<file path="src/link_pkg.sv">
// Purpose: Shared constants and types for the four-port serial byte link
// Assumes: One 25 MHz clock, synchronous active-high reset
// Notes: Bit timing is kept in nanoseconds by a fractional accumulator
package link_pkg;

  // ----------------------------------------------------------------
  // Clock and line timing
  // ----------------------------------------------------------------
  localparam int CLK_HZ = 25_000_000;
  localparam int CLK_NS = 1_000_000_000 / CLK_HZ;
  localparam int BIT_NS_STD = 100;
  localparam int BIT_NS_SLOW = 200;
  localparam int BIT_NS_FAST = 50;
  localparam int ACC_W = 9;
  localparam logic [ACC_W-1:0] CLK_STEP = ACC_W'(CLK_NS);

  // ----------------------------------------------------------------
  // Packet shape and sizes
  // ----------------------------------------------------------------
  localparam int NPORTS = 4;
  localparam int DATA_BITS = 8;
  localparam int PKT_W = 11;
  localparam int CNT_W = 4;
  localparam logic [CNT_W-1:0] DATA_PKT_BITS = 4'hB;
  localparam logic [CNT_W-1:0] ACK_PKT_BITS = 4'h2;
  localparam logic [CNT_W-1:0] LAST_DATA_IDX = 4'h7;
  localparam logic [PKT_W-1:0] ACK_PKT = 11'h001;
  localparam int FIFO_DEPTH = 32;

  typedef logic [DATA_BITS-1:0] byte_t;

  typedef struct packed {
    byte_t data;
    logic last;
  } tx_req_t;

  typedef enum logic [2:0] {RX_IDLE, RX_START, RX_TYPE, RX_DATA, RX_STOP} rx_state_t;
  typedef enum logic [0:0] {TX_IDLE, TX_SEND} tx_state_t;

  typedef struct packed {
    logic [1:0] spd_meta;
    logic [1:0] spd_sync;
    logic rx_meta;
    logic rx_sync;
    logic rx_prev;
    rx_state_t rx_state;
    logic [ACC_W-1:0] rx_acc;
    logic [CNT_W-1:0] rx_cnt;
    byte_t rx_shift;
    logic hold_valid;
    byte_t hold_data;
    logic ack_pending;
    logic ack_seen;
    tx_state_t tx_state;
    logic [ACC_W-1:0] tx_acc;
    logic [CNT_W-1:0] tx_cnt;
    logic [PKT_W-1:0] tx_shift;
    logic tx_held;
    tx_req_t tx_buf;
    logic await_ack;
    logic await_last;
    logic done;
    logic line;
  } port_state_t;

  // Bit period from {global, per-port} select
  function automatic logic [ACC_W-1:0] bit_period(input logic [1:0] sel);
    logic [ACC_W-1:0] p;
    p = ACC_W'(BIT_NS_STD);
    case (sel)
      2'h1: p = ACC_W'(BIT_NS_SLOW);
      2'h3: p = ACC_W'(BIT_NS_FAST);
      default: p = ACC_W'(BIT_NS_STD);
    endcase
    return p;
  endfunction

endpackage

</file>
<file path="src/byte_fifo.sv">
// Purpose: Synchronous FIFO with valid/ready on both sides
// Assumes: DEPTH is a power of two
// Notes: Full and empty come from pointers with one extra wrap bit
module byte_fifo #(
  parameter int WIDTH = 8,
  parameter int DEPTH = 32
) (
  input wire logic clock,
  input wire logic rst,
  input wire logic in_valid,
  input wire logic [WIDTH-1:0] in_data,
  output logic in_ready,
  output logic out_valid,
  output logic [WIDTH-1:0] out_data,
  input wire logic out_ready
);
  localparam int AW = $clog2(DEPTH);

  typedef struct packed {
    logic [AW:0] wr;
    logic [AW:0] rd;
  } fifo_state_t;

  fifo_state_t st_q, st_d;
  logic [WIDTH-1:0] mem [DEPTH];
  logic full, empty, push, pop;

  assign empty = (st_q.wr == st_q.rd);
  assign full = (st_q.wr[AW] != st_q.rd[AW]) && (st_q.wr[AW-1:0] == st_q.rd[AW-1:0]);
  assign in_ready = !full;
  assign out_valid = !empty;
  assign out_data = mem[st_q.rd[AW-1:0]];
  assign push = in_valid && !full;
  assign pop = out_ready && !empty;

  always_comb begin
    st_d = st_q;
    if (push) begin
      st_d.wr = st_q.wr + 1'b1;
    end
    if (pop) begin
      st_d.rd = st_q.rd + 1'b1;
    end
  end

  always_ff @(posedge clock) begin
    if (rst) begin
      st_q <= '0;
    end else begin
      st_q <= st_d;
    end
  end

  always_ff @(posedge clock) begin
    if (push) begin
      mem[st_q.wr[AW-1:0]] <= in_data;
    end
  end

endmodule

</file>
<file path="src/serial_link_ports.sv">
// Purpose: Four-port serial byte link engine with per-byte acknowledge
// Assumes: Line inputs and speed selects are asynchronous pins
// Notes: At 20 Mbit/s the line is sampled barely above once per bit
//
// Notes on behaviour
// Four identical ports, each with independent receive and transmit channels.
// Every received data byte is answered by an acknowledge on our output.
// Output line stays low whenever no packet is being sent.
// Data packet: high start, one, eight data bits, low stop.
// Payload bits go least significant first.
// Acknowledge packet: high start then zero, then line low.
// No new data packet until the previous one is acknowledged.
// Acknowledge only once the byte is taken and another fits.
// Message completion reported only after last byte is acknowledged.
// Line rates of 10, 5 and 20 Mbit/s; both ends match.
// Rate from global and per-port select: 00=10, 01=5, 10=10, 11=20.
// Port 0 has its own select; ports 1 to 3 share one.
// No phase relation to our clock assumed; line is resynchronised.
// Oversample, find rising start, second bit one means data, zero ack.
// Acknowledges may be sent between our own data packets.
module serial_link_ports
  import link_pkg::*;
(
  input wire logic clock,
  input wire logic rst,
  input wire logic global_speed_select,
  input wire logic port0_speed_select,
  input wire logic ports123_speed_select,
  input wire logic [link_pkg::NPORTS-1:0] serial_rx_line,
  output logic [link_pkg::NPORTS-1:0] serial_tx_line,
  input wire logic [link_pkg::NPORTS-1:0] tx_valid,
  input wire link_pkg::tx_req_t [link_pkg::NPORTS-1:0] tx_req,
  output logic [link_pkg::NPORTS-1:0] tx_ready,
  output logic [link_pkg::NPORTS-1:0] tx_done,
  output logic [link_pkg::NPORTS-1:0] rx_valid,
  output link_pkg::byte_t [link_pkg::NPORTS-1:0] rx_data,
  input wire logic [link_pkg::NPORTS-1:0] rx_ready
);
  import link_pkg::*;

  // ----------------------------------------------------------------
  // One identical engine per port
  // ----------------------------------------------------------------
  for (genvar i = 0; i < NPORTS; i++) begin : g_port
    port_state_t q, s;
    logic fifo_in_ready;
    logic local_sel;
    logic [ACC_W-1:0] period;
    logic [ACC_W-1:0] rx_sum;
    logic [ACC_W-1:0] tx_sum;
    logic [ACC_W-1:0] half_sum;
    logic rx_tick, tx_tick, push, accept;

    if (i == 0) begin : g_sel0
      assign local_sel = port0_speed_select;
    end else begin : g_sel123
      assign local_sel = ports123_speed_select;
    end

    assign period = bit_period(q.spd_sync);
    assign rx_sum = q.rx_acc + CLK_STEP;
    assign tx_sum = q.tx_acc + CLK_STEP;
    assign half_sum = (period >> 1) + CLK_STEP;
    assign rx_tick = (rx_sum >= period);
    assign tx_tick = (tx_sum >= period);
    assign push = q.hold_valid && fifo_in_ready;
    assign accept = tx_valid[i] && !q.tx_held;

    assign tx_ready[i] = !q.tx_held;
    assign tx_done[i] = q.done;
    assign serial_tx_line[i] = q.line;

    byte_fifo #(
      .WIDTH(DATA_BITS),
      .DEPTH(FIFO_DEPTH)
    ) u_rx_fifo (
      .clock(clock),
      .rst(rst),
      .in_valid(q.hold_valid),
      .in_data(q.hold_data),
      .in_ready(fifo_in_ready),
      .out_valid(rx_valid[i]),
      .out_data(rx_data[i]),
      .out_ready(rx_ready[i])
    );

    always_comb begin
      s = q;
      s.ack_seen = 1'b0;
      s.done = 1'b0;

      // --------------------------------------------------------------
      // Input resynchronisation
      // --------------------------------------------------------------
      s.spd_meta = {global_speed_select, local_sel};
      s.spd_sync = q.spd_meta;
      s.rx_meta = serial_rx_line[i];
      s.rx_sync = q.rx_meta;
      s.rx_prev = q.rx_sync;

      // --------------------------------------------------------------
      // Receiver
      // --------------------------------------------------------------
      if (q.rx_state != RX_IDLE) begin
        s.rx_acc = rx_tick ? ACC_W'(rx_sum - period) : rx_sum;
      end
      case (q.rx_state)
        RX_IDLE: begin
          if (q.rx_sync && !q.rx_prev) begin
            // Half a bit plus the detect cycle, so ticks land mid-bit
            s.rx_state = RX_START;
            s.rx_acc = (half_sum >= period) ? ACC_W'(half_sum - period) : half_sum;
          end
        end
        RX_START: begin
          if (rx_tick) begin
            s.rx_state = q.rx_sync ? RX_TYPE : RX_IDLE;
          end
        end
        RX_TYPE: begin
          if (rx_tick) begin
            if (q.rx_sync) begin
              s.rx_state = RX_DATA;
              s.rx_cnt = '0;
            end else begin
              s.ack_seen = 1'b1;
              s.rx_state = RX_IDLE;
            end
          end
        end
        RX_DATA: begin
          if (rx_tick) begin
            s.rx_shift = {q.rx_sync, q.rx_shift[DATA_BITS-1:1]};
            s.rx_cnt = q.rx_cnt + 1'b1;
            if (q.rx_cnt == LAST_DATA_IDX) begin
              s.rx_state = RX_STOP;
            end
          end
        end
        RX_STOP: begin
          if (rx_tick) begin
            // Stop level not checked; a flow-controlled partner never overruns
            if (!q.hold_valid) begin
              s.hold_valid = 1'b1;
              s.hold_data = q.rx_shift;
            end
            s.rx_state = RX_IDLE;
          end
        end
        default: s.rx_state = RX_IDLE;
      endcase

      // Byte handed to the buffer; acknowledge owed
      if (push) begin
        s.hold_valid = 1'b0;
        s.ack_pending = 1'b1;
      end

      // --------------------------------------------------------------
      // Transmitter
      // --------------------------------------------------------------
      if (accept) begin
        s.tx_held = 1'b1;
        s.tx_buf = tx_req[i];
      end
      if (q.ack_seen && q.await_ack) begin
        s.await_ack = 1'b0;
        s.done = q.await_last;
      end
      case (q.tx_state)
        TX_IDLE: begin
          s.tx_acc = '0;
          if (q.ack_pending && fifo_in_ready) begin
            // Acknowledges go first, between data packets
            s.tx_shift = ACK_PKT;
            s.tx_cnt = ACK_PKT_BITS;
            // A byte landing in the same cycle keeps its acknowledge owed
            s.ack_pending = push;
            s.tx_state = TX_SEND;
          end else if (q.tx_held && !q.await_ack) begin
            s.tx_shift = {1'b0, q.tx_buf.data, 1'b1, 1'b1};
            s.tx_cnt = DATA_PKT_BITS;
            s.tx_held = 1'b0;
            s.await_ack = 1'b1;
            s.await_last = q.tx_buf.last;
            s.tx_state = TX_SEND;
          end
        end
        TX_SEND: begin
          s.tx_acc = tx_tick ? ACC_W'(tx_sum - period) : tx_sum;
          if (tx_tick) begin
            s.tx_shift = q.tx_shift >> 1;
            s.tx_cnt = q.tx_cnt - 1'b1;
            if (q.tx_cnt == 4'h1) begin
              s.tx_state = TX_IDLE;
            end
          end
        end
        default: s.tx_state = TX_IDLE;
      endcase
      s.line = (s.tx_state == TX_SEND) && s.tx_shift[0];
    end

    always_ff @(posedge clock) begin
      if (rst) begin
        q <= '0;
      end else begin
        q <= s;
      end
    end
  end

endmodule

</file>
<file path="config.mk">
export PLATFORM = sky130hd
export DESIGN_NAME = serial_link_ports
export DESIGN_NICKNAME = d
export VERILOG_FILES = /design/src/link_pkg.sv /design/src/byte_fifo.sv /design/src/serial_link_ports.sv
export SDC_FILE = /design/constraint.sdc
export NUM_CORES = 2
export LEC_CHECK = 0
export ABC_AREA = 0
export BUFFER_PORTS_ARGS = -buffer_cell sky130_fd_sc_hd__buf_2
export CAP_MARGIN = 5
export CORE_MARGIN = 4
export CORE_UTILIZATION = 57
export CTS_CLUSTER_SIZE = 25
export DETAILED_ROUTE_END_ITERATION = 12
export PLACE_DENSITY_LB_ADDON = 0.25
export SETUP_SLACK_MARGIN = 0.5
export SYNTH_ARGS = -nofsm -noshare
export SYNTH_HDL_FRONTEND = slang
export SYNTH_HIERARCHICAL = 1
export SYNTH_SLANG_ARGS = --single-unit
</file>
<file path="constraint.sdc">
create_clock -name clock -period 3.4 [get_ports clock]
set_input_delay 0.34 -clock clock [delete_from_list [all_inputs] [get_ports clock]]
set_output_delay 0.34 -clock clock [all_outputs]
set_load 0.02 [all_outputs]
</file>
==> run_results.csv <==
group,metric,value,unit
pwr,power.density,541,nW/um^2
hold_path,holdCritPathClass,"in -> reg",
detailed_routing,vias_per_cell,6.05,
placement,hpwl,78500,um
cells_and_area,fin_nets,4286,
timing,worst_pin_slew,1.30,ns
setup_path,path_delay_family,"multiplexers",
detailed_routing,firstDrtPassIters,9,
global_routing,antenna_found_initial,0,
setup_path,max_stage_delay,0.54,ns
setup_path,cp-end-kind,"output pin",
detailed_routing,route.top_layer_used,"met4",
detailed_routing,met3WireLength,9250,um
hold_path,min_from,"rst",
setup_path,r2r-start,"g_port[0].q[78]$_SDFF_PP0_",
global_routing,grt_pass1_wl,197000,um
setup_path,crit_chain,"buf_12, buf_12, buf_16, mux4_2, mux4_2, mux2_4, buf_6",
yosys,ys_seq_area_frac,0.658,
detailed_routing,drtIter0Drc,3431,
floorplan,dieHeight,328,um
detailed_routing,drc,0,
clock_network,tritoncts,"done",
cells_and_area,mostFrequentLayoutCells,"edfxtp_1, nor2_1, dfxtp_1, mux4_2, nand2_1",
placement,gp_congestion,0.851,
cells_and_area,syn2layout_area_growth,17.5,%
timing,period_minus_slack,3.36,ns
global_routing,grt_usage,0.237,
timing,maxSlewHeadroom,0.129,
cells_and_area,drive_above_1_share,0.255,
clock_network,cts.sinks,1402,
run_status,status,"completed",
yosys,synth-main-ff-cell,"edfxtp_1",
yosys,synth_top_area_frac,0.528,
floorplan,core_area,101000,sq um
cells_and_area,fin_area,68400,sq um
floorplan,rows,116,
timing,rsz0062_at_grt,"true",
yosys,synth_top_area_cell,"edfxtp_1",
timing,skew,0.0291,ns
global_routing,grt-ovfl-total,0,
setup_path,worstPathMaxFanout,8,
yosys,synth.avg_cell_area,15.5,sq um
setup_path,slowest_stage,"mux4_2",
pwr,vdd_drop_max,664,uV
global_routing,grt_max_degree,102,
clock_network,path_clk_slew,0.07,ns
detailed_routing,post_drt_wl_per_cell,23.1,um
setup_path,critPathKind,"reg -> out",
cells_and_area,regArea,38400,sq um
timing,finalHoldViolCount,0,
timing,setup_viol,0,
detailed_routing,wl_met2,62300,um
pwr,p_leak,23.2,nW
floorplan,die_w,328,um
cells_and_area,multi_input_area,19200,sq um
timing,hold-worst-slack,0.0655,ns
clock_network,cts_buffers,142,
yosys,synth_edf_count,1024,
detailed_routing,routed_wl,130000,um
floorplan,io_pins,101,
run,drv_cap,0,
yosys,syn_inst,3756,
clock_network,root_buffer,"clkbuf_16",
floorplan,dieArea,107000,sq um
timing,period_share,0.988,
yosys,syn_area,58200,sq um
setup_path,critPathRequiredTime,3.06,ns
cells_and_area,fill_cells,6656,
cells_and_area,antenna_cells,0,
setup_path,timing.critical_path.from_type,"flop",
timing,timing.fmax,0.298,GHz
clock_network,insertion_delay,0.76,ns
yosys,yosysWarnings,6,
yosys,synthTopCellsByArea,"edfxtp_1, dfxtp_1, mux4_2",
setup_path,cp_num_buf_inv,4,
timing,finalMaxSlewViolations,0,
yosys,ys_async_sr_fraction,0,
yosys,ys_types,82,
clock_network,cts_max_path_buffers,3,
yosys,ys_ff_latch,1402,
placement,placed_area,61000,sq um
floorplan,start_util,0.578,
placement,io_buffers,100,
detailed_routing,met1_length,55600,um
detailed_routing,ant_nets,0,
detailed_routing,via_count,33889,
cells_and_area,final_common_cell,"edfxtp_1",
global_routing,grt_pass1_vias,33282,
yosys,synth_fp_nets,3913,
setup_path,cp_data_arrival_time,3.02,ns
clock_network,htree_levels,4,
[synthesized netlist by cell type, drive strengths merged, types with 12 or more instances]
library cell and number:
edfxtp 1024, nor2 414, dfxtp 378, mux4 320, nand2 204, a21oi 157, buf 99, ha 96
o21ai 92, mux2i 83, clkbuf 82, inv 78, xnor2 58, nor2b 57, nor3 56, mux2 49
a211oi 35, o21a 34, a222oi 28, xor2 28, or3 26, nand3 24, nand4 22, nand2b 21
a21o 19, nand3b 19, or2 18, o31a 17, a31oi 14, nor4 13, a311oi 12
[power by group]
part / internal (mW) / switching (mW)
Combinational: 1.13 / 1.43
Sequential: 18.3 / 0.196
Clock: 9.45 / 6.51
[what timing repair did]
| item | in CTS | in global routing |
|---|---|---|
| cloned | 9 | 16 |
| setup endpoints to repair | 196 | 198 |
| endpoints found under the hold margin | 64 | 0 |
| pin swaps | 7 | 32 |
| buffers inserted | 31 | 32 |
| hold buffers | 51 | 0 |
| resized for setup | 104 | 134 |
[logic make-up after synthesis]
kind of cell,Yosys count,share of synthesized area
fa+ha+maj,104,0.0234
compound gates,519,0.0627
buf+inv,260,0.0210
xor+xnor,87,0.0133
simple gates,932,0.0740
mux,452,0.148
flops,1402,0.658
[final timing paths]
path,end,slack (ns),cells past startpoint
setup reg to reg,g_port[1].q[68]$_SDFF_PP0_,0.61,14
setup / recovery,rx_data[0],0.04,7
hold / removal,g_port[3].q[3]$_SDFF_PP0_,0.07,2
hold reg to reg,tx_done[3]$_SDFF_PP0_,0.43,2
[state kept, by name (all words and copies together) (netlist names), named ones only]
register	cells
g_port.u_rx_fifo/mem	1024
g_port.q	302
g_port.u_rx_fifo/st_q	48
serial_tx_line	4
tx_done	4
[final cells by class]
| cell class | count | share of cell area |
|---|---|---|
| Clock buffer | 181 | 0.0569 |
| Tap cell | 1357 | 0.0248 |
| Timing Repair inverter | 1 | 0.000128 |
| Inverter | 79 | 0.00457 |
| Sequential cell | 1402 | 0.561 |
| Multi-Input combinational cell | 2098 | 0.281 |
| Clock inverter | 82 | 0.0136 |
| Timing Repair Buffer | 405 | 0.0583 |
[per-layer routing]
| layer | global-route usage | vias up |
|---|---|---|
| li1 | - | 15348 |
| met1 | 0.349 | 17140 |
| met2 | 0.374 | 1234 |
| met3 | 0.0416 | 167 |
| met4 | 0.0576 | 0 |
| met5 | 0 | - |
[per-stage QoR]
stage | std cells | TNS, ns | worst slack [ns] | power [mW] | util
after floorplan | 3756 | 0 | 0.507 | 20.4 | -
after global placement | 5200 | 0 | 0.322 | 20.9 | 0.606
after detailed placement | 5200 | 0 | 0.203 | 21.0 | 0.606
after CTS | 5554 | 0 | 0.0212 | 37.0 | 0.668
after global routing | 5605 | -0.0508 | -0.0353 | 38.3 | 0.679
final | 5605 | 0 | 0.0415 | 37.0 | 0.679
Power figures use the tool's default switching activity.
